## config.mk

```make
export PLATFORM = sky130hd
export DESIGN_NAME = dvs_sequencer
export DESIGN_NICKNAME = d
export VERILOG_FILES = /design/src/dvs_pkg.sv /design/src/dvs_crc16.sv /design/src/dvs_slot_timer.sv /design/src/dvs_sequencer.sv
export VERILOG_INCLUDE_DIRS = /design/src
export SDC_FILE = /design/constraint.sdc
export NUM_CORES = 1
export LEC_CHECK = 0
export BUFFER_PORTS_ARGS = -buffer_cell sky130_fd_sc_hd__buf_2
export CAP_MARGIN = 0
export CORE_UTILIZATION = 30
export DETAILED_ROUTE_END_ITERATION = 7
export GPL_TIMING_DRIVEN = 0
export PLACE_DENSITY = 0.48
export SLEW_MARGIN = 20
export SYNTH_ARGS = -nofsm -noshare
export SYNTH_HDL_FRONTEND = slang
export SYNTH_SLANG_ARGS = --single-unit
```

## constraint.sdc

```tcl
create_clock -name core_clk -period 3.6 [get_ports core_clk]
set_input_delay 0.54 -clock core_clk [delete_from_list [all_inputs] [get_ports core_clk]]
set_output_delay 0.54 -clock core_clk [all_outputs]
set_load 0.005 [all_outputs]
```

## src/dvs_regs.svh

```systemverilog
// constants of the video packet sequencer: packet codes, hold lengths, frame layout
// assumes inclusion by bare name from the package and the sequencer files
`ifndef DVS_REGS_SVH
`define DVS_REGS_SVH

// ----------------------------------------------------------------
// short packet identifiers and header check bytes
// ----------------------------------------------------------------
`define DVS_DI_VSS      8'h01
`define DVS_ECC_VSS     8'h07
`define DVS_DI_VSE      8'h11
`define DVS_ECC_VSE     8'h14
`define DVS_DI_HSS      8'h21
`define DVS_ECC_HSS     8'h12
`define DVS_DI_HSE      8'h31
`define DVS_ECC_HSE     8'h01
`define DVS_DI_EOT      8'h08
`define DVS_EOT_PAY     16'h0f0f
`define DVS_ECC_EOT     8'h01

// ----------------------------------------------------------------
// long packets
// ----------------------------------------------------------------
`define DVS_DT_PIX      8'h0e
`define DVS_DT_BLANK    8'h19
`define DVS_BL20_WC     16'h0014
`define DVS_BL20_ECC    8'h1f
`define DVS_CRC_INIT    16'hffff
`define DVS_CRC_POLY    16'h8408
`define DVS_LONG_OVHD   16'h0006

// ----------------------------------------------------------------
// low-power holds in unit intervals, and in byte slots of 8 intervals
// ----------------------------------------------------------------
`define DVS_UI_PER_SLOT 8
`define DVS_HOLD_A_UI   12736
`define DVS_HOLD_V_UI   960
`define DVS_HOLD_B_UI   13728
`define DVS_HOLD_A_SLOT (`DVS_HOLD_A_UI / `DVS_UI_PER_SLOT)
`define DVS_HOLD_V_SLOT (`DVS_HOLD_V_UI / `DVS_UI_PER_SLOT)
`define DVS_HOLD_B_SLOT (`DVS_HOLD_B_UI / `DVS_UI_PER_SLOT)

// ----------------------------------------------------------------
// frame layout in lines, counted from the first blanking line
// ----------------------------------------------------------------
`define DVS_LINE_VSS    10'd9
`define DVS_LINE_VSE    10'd15
`define DVS_LINE_VID0   10'd45
`define DVS_LINE_LAST   10'd524

`endif

```

## src/dvs_pkg.sv

```systemverilog
// types shared by the video packet sequencer files
// assumes dvs_regs.svh sits in the include path
package dvs_pkg;
  `include "dvs_regs.svh"

  typedef enum logic [1:0] {
    DVS_MODE_PULSE,
    DVS_MODE_EVENT,
    DVS_MODE_BURST
  } dvs_mode_type;

  typedef enum logic [3:0] {
    DVS_ST_INIT,
    DVS_ST_SHORT1,
    DVS_ST_EOT1,
    DVS_ST_HOLD1,
    DVS_ST_LHDR,
    DVS_ST_LPAY,
    DVS_ST_LCRC,
    DVS_ST_SHORT2,
    DVS_ST_EOT2,
    DVS_ST_HOLD2
  } dvs_state_type;

  typedef enum logic [1:0] {
    DVS_LK_FILL,
    DVS_LK_PIX,
    DVS_LK_BL20
  } dvs_long_type;
endpackage : dvs_pkg

```

## src/dvs_crc16.sv

```systemverilog
// payload checksum: 16-bit crc, reflected, one byte per enabled cycle
// assumes the caller clears it before the first payload byte
`timescale 1ns/1ps
`include "dvs_regs.svh"
module dvs_crc16 (
  // clock and reset
  input  wire logic        core_clk,
  input  wire logic        rstn,
  // byte feed
  input  wire logic        clr,
  input  wire logic        en,
  input  wire logic [7:0]  din,
  // running value
  output logic      [15:0] crc
);
  import dvs_pkg::*;

  function automatic logic [15:0] dvs_crc_byte(input logic [15:0] c, input logic [7:0] d);
    logic [15:0] r;
    r = c;
    for (int i = 0; i < 8; i++) begin
      if (r[0] ^ d[i]) begin
        r = (r >> 1) ^ `DVS_CRC_POLY;
      end else begin
        r = r >> 1;
      end
    end
    return r;
  endfunction : dvs_crc_byte

  // empty payload leaves the all-ones start value
  always_ff @(posedge core_clk) begin
    if (!rstn || clr) begin
      crc <= `DVS_CRC_INIT;
    end else if (en) begin
      crc <= dvs_crc_byte(crc, din);
    end
  end
endmodule : dvs_crc16

```

## src/dvs_slot_timer.sv

```systemverilog
// down-counter of byte slots for timed low-power holds
// assumes tick is a one-cycle pulse per link byte slot
`timescale 1ns/1ps
module dvs_slot_timer (
  // clock and reset
  input  wire logic        core_clk,
  input  wire logic        rstn,
  // control
  input  wire logic        load,
  input  wire logic [15:0] load_val,
  input  wire logic        tick,
  // status
  output logic             done
);
  logic [15:0] cnt_reg;

  always_ff @(posedge core_clk) begin
    if (!rstn) begin
      cnt_reg <= 16'h0000;
    end else if (load) begin
      cnt_reg <= load_val;
    end else if (tick && cnt_reg != 16'h0000) begin
      cnt_reg <= cnt_reg - 16'h0001;
    end
  end

  // done must not look at load: the sequencer derives load from done, which would close a loop
  assign done = cnt_reg == 16'h0000;
endmodule : dvs_slot_timer

```

## src/dvs_sequencer.sv

```systemverilog
// top of the video packet sequencer: emits the byte stream of a frame
// assumes link_clk is the free-running byte slot clock of the lane, asynchronous
`timescale 1ns/1ps
`include "dvs_regs.svh"
module dvs_sequencer #(
  parameter logic [15:0] PIX_WC     = 16'h05a0,
  parameter logic [7:0]  PIX_ECC    = 8'h08,
  parameter logic [7:0]  FILL_ECC_A = 8'h00,
  parameter logic [7:0]  FILL_ECC_V = 8'h00
) (
  // clock and reset
  input  wire logic                  core_clk,
  input  wire logic                  rstn,
  // link slot clock
  input  wire logic                  link_clk,
  // configuration
  input  wire dvs_pkg::dvs_mode_type video_mode,
  input  wire logic                  fill_en,
  // pixel feed
  input  wire logic [7:0]            pix_byte,
  input  wire logic                  pix_valid,
  output logic                       pix_ready,
  // lane byte stream
  output logic [7:0]                 tx_byte,
  output logic                       tx_stb,
  output logic                       tx_hs,
  output logic                       tx_lp11,
  output logic                       frame_start,
  // returned long packet footer check
  input  wire logic                  rx_footer_stb,
  input  wire logic [15:0]           rx_footer,
  input  wire logic [15:0]           rx_crc_calc,
  input  wire logic                  periph_crc_en,
  output logic                       rx_crc_err
);
  import dvs_pkg::*;

  // ----------------------------------------------------------------
  // elaboration checks
  // ----------------------------------------------------------------
  if (`DVS_HOLD_V_SLOT < `DVS_LONG_OVHD) begin : g_bad_hold
    $error("hold too short to carry a blanking fill packet");
  end
  if (PIX_WC == 16'h0000) begin : g_bad_wc
    $error("pixel packet needs a non-empty payload");
  end

  // ----------------------------------------------------------------
  // link slot edge: two flops, then edge detect on the second
  // ----------------------------------------------------------------
  logic lk_s1_reg, lk_s2_reg, lk_s3_reg, slot;

  always_ff @(posedge core_clk) begin
    if (!rstn) begin
      lk_s1_reg <= 1'b0;
      lk_s2_reg <= 1'b0;
      lk_s3_reg <= 1'b0;
    end else begin
      lk_s1_reg <= link_clk;
      lk_s2_reg <= lk_s1_reg;
      lk_s3_reg <= lk_s2_reg;
    end
  end
  assign slot = lk_s2_reg && !lk_s3_reg;

  // ----------------------------------------------------------------
  // state
  // ----------------------------------------------------------------
  dvs_state_type state_reg, state_next;
  dvs_long_type  lkind_reg, lkind_next;
  logic [15:0]   bcnt_reg, l_wc, crc, hold_val;
  logic [9:0]    line_reg;
  logic [7:0]    byte_mux, s2_di, s2_ecc, l_di, l_ecc;
  logic          step, last, emit, hold_done, hold_load, is_video, is_event;

  assign is_video = line_reg >= `DVS_LINE_VID0;
  assign is_event = video_mode == DVS_MODE_EVENT;
  assign step = slot || (video_mode == DVS_MODE_BURST && state_reg == DVS_ST_LPAY
                         && lkind_reg == DVS_LK_PIX);

  always_comb begin
    if (line_reg == `DVS_LINE_VSS) begin
      s2_di  = `DVS_DI_VSS;
      s2_ecc = `DVS_ECC_VSS;
    end else if (line_reg == `DVS_LINE_VSE && !is_event) begin
      s2_di  = `DVS_DI_VSE;
      s2_ecc = `DVS_ECC_VSE;
    end else begin
      s2_di  = `DVS_DI_HSS;
      s2_ecc = `DVS_ECC_HSS;
    end
  end

  always_comb begin
    case (lkind_reg)
      DVS_LK_PIX: begin
        l_di  = `DVS_DT_PIX;
        l_wc  = PIX_WC;
        l_ecc = PIX_ECC;
      end
      DVS_LK_BL20: begin
        l_di  = `DVS_DT_BLANK;
        l_wc  = `DVS_BL20_WC;
        l_ecc = `DVS_BL20_ECC;
      end
      default: begin
        l_di  = `DVS_DT_BLANK;
        l_wc  = is_video ? 16'(`DVS_HOLD_V_SLOT) - `DVS_LONG_OVHD : 16'(`DVS_HOLD_A_SLOT) - `DVS_LONG_OVHD;
        l_ecc = is_video ? FILL_ECC_V : FILL_ECC_A;
      end
    endcase
  end

  // byte selection per state
  always_comb begin
    emit     = 1'b1;
    last     = bcnt_reg == 16'h0003;
    byte_mux = 8'h00;
    case (state_reg)
      DVS_ST_SHORT1: byte_mux = bcnt_reg[1:0] == 2'd0 ? `DVS_DI_HSE :
                                bcnt_reg[1:0] == 2'd3 ? `DVS_ECC_HSE : 8'h00;
      DVS_ST_SHORT2: byte_mux = bcnt_reg[1:0] == 2'd0 ? s2_di :
                                bcnt_reg[1:0] == 2'd3 ? s2_ecc : 8'h00;
      DVS_ST_EOT1, DVS_ST_EOT2: byte_mux = bcnt_reg[1:0] == 2'd0 ? `DVS_DI_EOT :
                                           bcnt_reg[1:0] == 2'd3 ? `DVS_ECC_EOT : 8'(`DVS_EOT_PAY);
      DVS_ST_LHDR: byte_mux = bcnt_reg[1:0] == 2'd0 ? l_di :
                              bcnt_reg[1:0] == 2'd1 ? l_wc[7:0] :
                              bcnt_reg[1:0] == 2'd2 ? l_wc[15:8] : l_ecc;
      DVS_ST_LPAY: begin
        // payload length from word count; blank payload is zero
        last     = bcnt_reg == l_wc - 16'h0001;
        emit     = lkind_reg != DVS_LK_PIX || pix_valid;
        byte_mux = lkind_reg == DVS_LK_PIX ? pix_byte : 8'h00;
      end
      DVS_ST_LCRC: begin
        last     = bcnt_reg == 16'h0001;
        byte_mux = bcnt_reg[0] ? crc[15:8] : crc[7:0];
      end
      default: emit = 1'b0;
    endcase
  end

  // next state
  always_comb begin
    state_next = state_reg;
    lkind_next = lkind_reg;
    hold_load  = 1'b0;
    hold_val   = 16'(`DVS_HOLD_B_SLOT);
    case (state_reg)
      DVS_ST_INIT: if (hold_done) begin
        state_next = is_event ? DVS_ST_HOLD1 : DVS_ST_SHORT1;
        hold_load  = is_event;
        hold_val   = is_video ? 16'(`DVS_HOLD_V_SLOT) : 16'(`DVS_HOLD_A_SLOT);
      end
      DVS_ST_SHORT1: if (step && last) begin
        // fill keeps the burst open, so no end packet yet
        if (fill_en && video_mode == DVS_MODE_PULSE) begin
          state_next = DVS_ST_LHDR;
          lkind_next = DVS_LK_FILL;
        end else begin
          state_next = DVS_ST_EOT1;
        end
      end
      DVS_ST_EOT1: if (step && last) begin
        // timed low-power instead of a blank packet
        state_next = DVS_ST_HOLD1;
        hold_load  = 1'b1;
        hold_val   = is_video ? 16'(`DVS_HOLD_V_SLOT) : 16'(`DVS_HOLD_A_SLOT);
      end
      DVS_ST_HOLD1: if (hold_done) begin
        state_next = is_video ? DVS_ST_LHDR : DVS_ST_SHORT2;
        lkind_next = DVS_LK_PIX;
      end
      DVS_ST_LHDR: if (step && last) begin
        state_next = l_wc == 16'h0000 ? DVS_ST_LCRC : DVS_ST_LPAY;
      end
      DVS_ST_LPAY: if (step && emit && last) begin
        state_next = DVS_ST_LCRC;
      end
      // footer only after long packets; fill, pixels, blank in one burst
      DVS_ST_LCRC: if (step && last) begin
        if (lkind_reg == DVS_LK_PIX) begin
          state_next = DVS_ST_LHDR;
          lkind_next = DVS_LK_BL20;
        end else if (lkind_reg == DVS_LK_FILL && is_video) begin
          state_next = DVS_ST_LHDR;
          lkind_next = DVS_LK_PIX;
        end else begin
          state_next = DVS_ST_SHORT2;
        end
      end
      DVS_ST_SHORT2: if (step && last) begin
        state_next = DVS_ST_EOT2;
      end
      // every line drops to low power
      DVS_ST_EOT2: if (step && last) begin
        state_next = DVS_ST_HOLD2;
        hold_load  = 1'b1;
      end
      DVS_ST_HOLD2: if (hold_done) begin
        // event mode skips the end event
        state_next = is_event ? DVS_ST_HOLD1 : DVS_ST_SHORT1;
        hold_load  = is_event;
        hold_val   = (line_reg + 10'd1 >= `DVS_LINE_VID0 && line_reg != `DVS_LINE_LAST)
                     ? 16'(`DVS_HOLD_V_SLOT) : 16'(`DVS_HOLD_A_SLOT);
      end
      default: state_next = DVS_ST_INIT;
    endcase
  end

  always_ff @(posedge core_clk) begin
    if (!rstn) begin
      state_reg <= DVS_ST_INIT;
      lkind_reg <= DVS_LK_PIX;
      line_reg  <= 10'd0;
    end else begin
      state_reg <= state_next;
      lkind_reg <= lkind_next;
      if (state_reg == DVS_ST_HOLD2 && hold_done) begin
        line_reg <= line_reg == `DVS_LINE_LAST ? 10'd0 : line_reg + 10'd1;
      end
    end
  end

  always_ff @(posedge core_clk) begin
    if (!rstn || state_next != state_reg || lkind_next != lkind_reg) begin
      bcnt_reg <= 16'h0000;
    end else if (step && emit) begin
      bcnt_reg <= bcnt_reg + 16'h0001;
    end
  end

  // ----------------------------------------------------------------
  // outputs, all registered
  // ----------------------------------------------------------------
  always_ff @(posedge core_clk) begin
    if (!rstn) begin
      tx_byte     <= 8'h00;
      tx_stb      <= 1'b0;
      tx_hs       <= 1'b0;
      tx_lp11     <= 1'b1;
      pix_ready   <= 1'b0;
      frame_start <= 1'b0;
    end else begin
      tx_stb      <= step && emit;
      if (step && emit) begin
        tx_byte <= byte_mux;
      end
      // holds keep LP-11; lags the state so the last strobed byte still goes out in hs
      tx_lp11     <= state_reg == DVS_ST_INIT || state_reg == DVS_ST_HOLD1
                     || state_reg == DVS_ST_HOLD2;
      tx_hs       <= !(state_reg == DVS_ST_INIT || state_reg == DVS_ST_HOLD1
                       || state_reg == DVS_ST_HOLD2);
      pix_ready   <= state_next == DVS_ST_LPAY && lkind_next == DVS_LK_PIX
                     && !(state_reg == DVS_ST_LPAY && step && emit && last);
      frame_start <= state_reg == DVS_ST_SHORT2 && line_reg == `DVS_LINE_VSS && bcnt_reg == 16'h0000 && step;
    end
  end

  // skip check for peripherals without checksum; their footer is 0000
  always_ff @(posedge core_clk) begin
    if (!rstn) begin
      rx_crc_err <= 1'b0;
    end else begin
      rx_crc_err <= rx_footer_stb && periph_crc_en && rx_footer != rx_crc_calc;
    end
  end

  dvs_crc16 u_crc (
    .core_clk (core_clk),
    .rstn     (rstn),
    .clr      (state_reg == DVS_ST_LHDR),
    .en       (state_reg == DVS_ST_LPAY && step && emit),
    .din      (byte_mux),
    .crc      (crc)
  );

  dvs_slot_timer u_hold (
    .core_clk (core_clk),
    .rstn     (rstn),
    .load     (hold_load || (state_reg == DVS_ST_INIT && !rstn)),
    .load_val (hold_val),
    .tick     (slot),
    .done     (hold_done)
  );
endmodule : dvs_sequencer

```

==> impl_metrics.toml <==
[outcome]
status = "finished, final reports clean"

[synthesis]
synth.most_common_cell = "dfxtp_1"
syn-cell-area_mm2 = 0.00551
syn_area_per_cell_um2 = 7.94
synthTopCellsByArea = "dfxtp_1 29%, xnor2_1 7.2%, nor2_1 5.0%, xor2_1 4.5%, nand2_1 4.2%"
synth.top_cell.area_share_pct = 29.4
syn-instance-count = 694
yosysSeqAreaShare_pct = 29.4
syn_nets = 758
ys.flop_type = "dfxtp_1"
yosys_warnings = 0
yosys_register_bits = 81
synth_top_area_cell = "dfxtp_1"
synthArstFlopShare_pct = 0
yosys.cell_types.count = 72
synth_edf_count = 0
synth_commonest_cells = "81 x dfxtp_1, 74 x nor2_1, 61 x nand2_1, 45 x xnor2_1, 35 x o21ai_0"

[timing]
slew_viol_final = 0
maxSlewHeadroom_pct = 30.5
setup_ws_ns = 0.115
rsz0062_at_grt = "false"
min_period_over_period_pct = 96.8
finalCriticalPeriod_ns = 3.49
tightest_slew_ns = 1.03
hold_viol_final = 0
max_freq_ghz = 0.287
setup_viol = 0
finalClockSkew_ns = 0.00932

[pwr]
leakagePower_nw = 2.49
power.density_mw_per_mm2 = 506
total_power_mw = 3.34
peakVddDrop_uv = 271

[die]
rows = 49
initial_core_util_pct = 30.7
die_h_um = 138
pin_count = 63
core_mm2 = 0.0180
die_w_um = 138
die_area_mm2 = 0.0189

[cts]
clock-sinks = 81
cts_tree = "built"
max-clock-path-buffers = 2
cts_buffers = 9
htree_levels = 3
clock_tree.root_cell = "clkbuf_16"
clk_pin_slew_ns = 0.07
clk_latency_ns = 0.36

[routing]
drc = 0
route.vias.total = 5418
drtIter0Drc = 338
viasPerCell = 5.40
drt_wl_total_um = 17400
ant_nets = 0
wl_per_cell_um = 17.3
first_pass_iters = 5

[final_layout]
stdcell_area_mm2 = 0.00659
antenna_cells = 0
drive_gt1_share_pct = 17.0
nets = 834
ff_latch_area_mm2 = 0.00162
fillers = 1921
fin_cells = 1004
multi_input_area_mm2 = 0.00383
area_growth_pct = 19.6

[global_routing]
grt_max_degree = 17
antenna_found_initial = 0
grt_pass1_vias = 5243
grt_pass1_wl_um = 27600
track_usage_pct = 19.2
grt_overflow = 0

[placed_design]
dpl.hpwl_um = 13200
port-buffer-count = 62
dp_cells = 988
place_congestion = 0.933
dpl_cell_area_mm2 = 0.00615
preCtsSetupSlack_ns = -0.484

[worst_setup_path]
cp_data_arrival_time_ns = 3.76
r2r-start = "line_reg[7]"
criticalPathCategory = "reg2reg"
start_kind = "flip-flop"
critPathMaxFanout = 7
endpoint_kind = "flip-flop"
worstPathRequired_ns = 3.88
startpoint = "line_reg[7]"

[min_path]
hold_start = "link_clk"
holdCritPathClass = "in2reg"

[job]
max-cap-violations = 0
==> worst paths after layout <==
path | end | slack [ns] | depth (start not counted)
hold reg to reg | lk_s2_reg | 0.44 | 1
setup reg to reg | u_hold.cnt_reg[7] | 0.11 | 10
setup / recovery | u_hold.cnt_reg[7] | 0.11 | 10
hold / removal | lk_s1_reg | 0.38 | 2
==> critical path, cell delays in order, from the launching register on <==
cell	delay [ns]
dfxtp_2	0.35
or3_4	0.43
or3_1	0.36
buf_4	0.18
or4_4	0.50
a32oi_4	0.23
o2111ai_4	0.28
o21a_4	0.30
or3_4	0.40
and2_1	0.16
a311oi_2	0.22
==> placed cells by master (no fill, tap or decap), types with 19 or more instances in the layout <==
cell and n:
dfxtp_1 79, nor2_1 74, buf_2 65, nand2_1 61, xnor2_1 44, o21ai_0 35, clkbuf_1 28, xor2_1 28
a21oi_1 23, nand3_1 21, and2_1 19, nand4_1 19
==> power breakdown <==
part | leakage (nW) | total [mW] | internal (mW) | switching [mW]
clock network | 0.139 | 0.903 | 0.479 | 0.423
logic | 1.70 | 1.35 | 0.538 | 0.809
registers | 0.658 | 1.09 | 0.985 | 0.101
==> stage by stage <==
| step | hold slack (ns) | util, % | setup TNS, ns |
|---|---|---|---|
| after floorplan | 0.412 | - | 0 |
| after global placement | 0.432 | 34.0 | -25.29 |
| after detailed placement | 0.429 | 34.2 | -12.54 |
| after CTS | 0.383 | 36.1 | 0 |
| after global routing | 0.408 | 36.7 | 0 |
| final | 0.384 | 36.7 | 0 |
==> cell type report <==
| type | count | share of cell area (%) |
|---|---|---|
| clock inverter | 7 | 0.892 |
| inverter | 19 | 1.08 |
| buffer | 36 | 2.33 |
| multi-input combinational | 556 | 58.1 |
| clock buffer | 9 | 3.42 |
| timing repair buffer | 67 | 5.20 |
| sequential | 81 | 24.6 |
| tap | 229 | 4.35 |
==> cells by family after synthesis <==
kind of cell    share of synthesized area (%)
mux                                      2.95
fa+ha+maj                                3.41
buf+inv                                  3.95
flops                                    29.4
simple gates                             29.4
xor+xnor                                 11.6
compound gates                           19.3
==> layer usage <==
metal,up-vias,GRT usage [%],share of wire [%]
met5,-,0,0
met4,0,10.3,3.0
met3,29,2.69,4.9
met2,145,28.8,44
met1,2579,26.5,48
li1,2665,-,-
==> repair_timing <==
action                     4_1_cts  5_1_grt
setup endpoints to repair       46       32
pin swaps                        0        5
hold buffers                     0        0
buffers inserted                 0        2
resized for setup               10       22
Power figures use the tool's default switching activity.
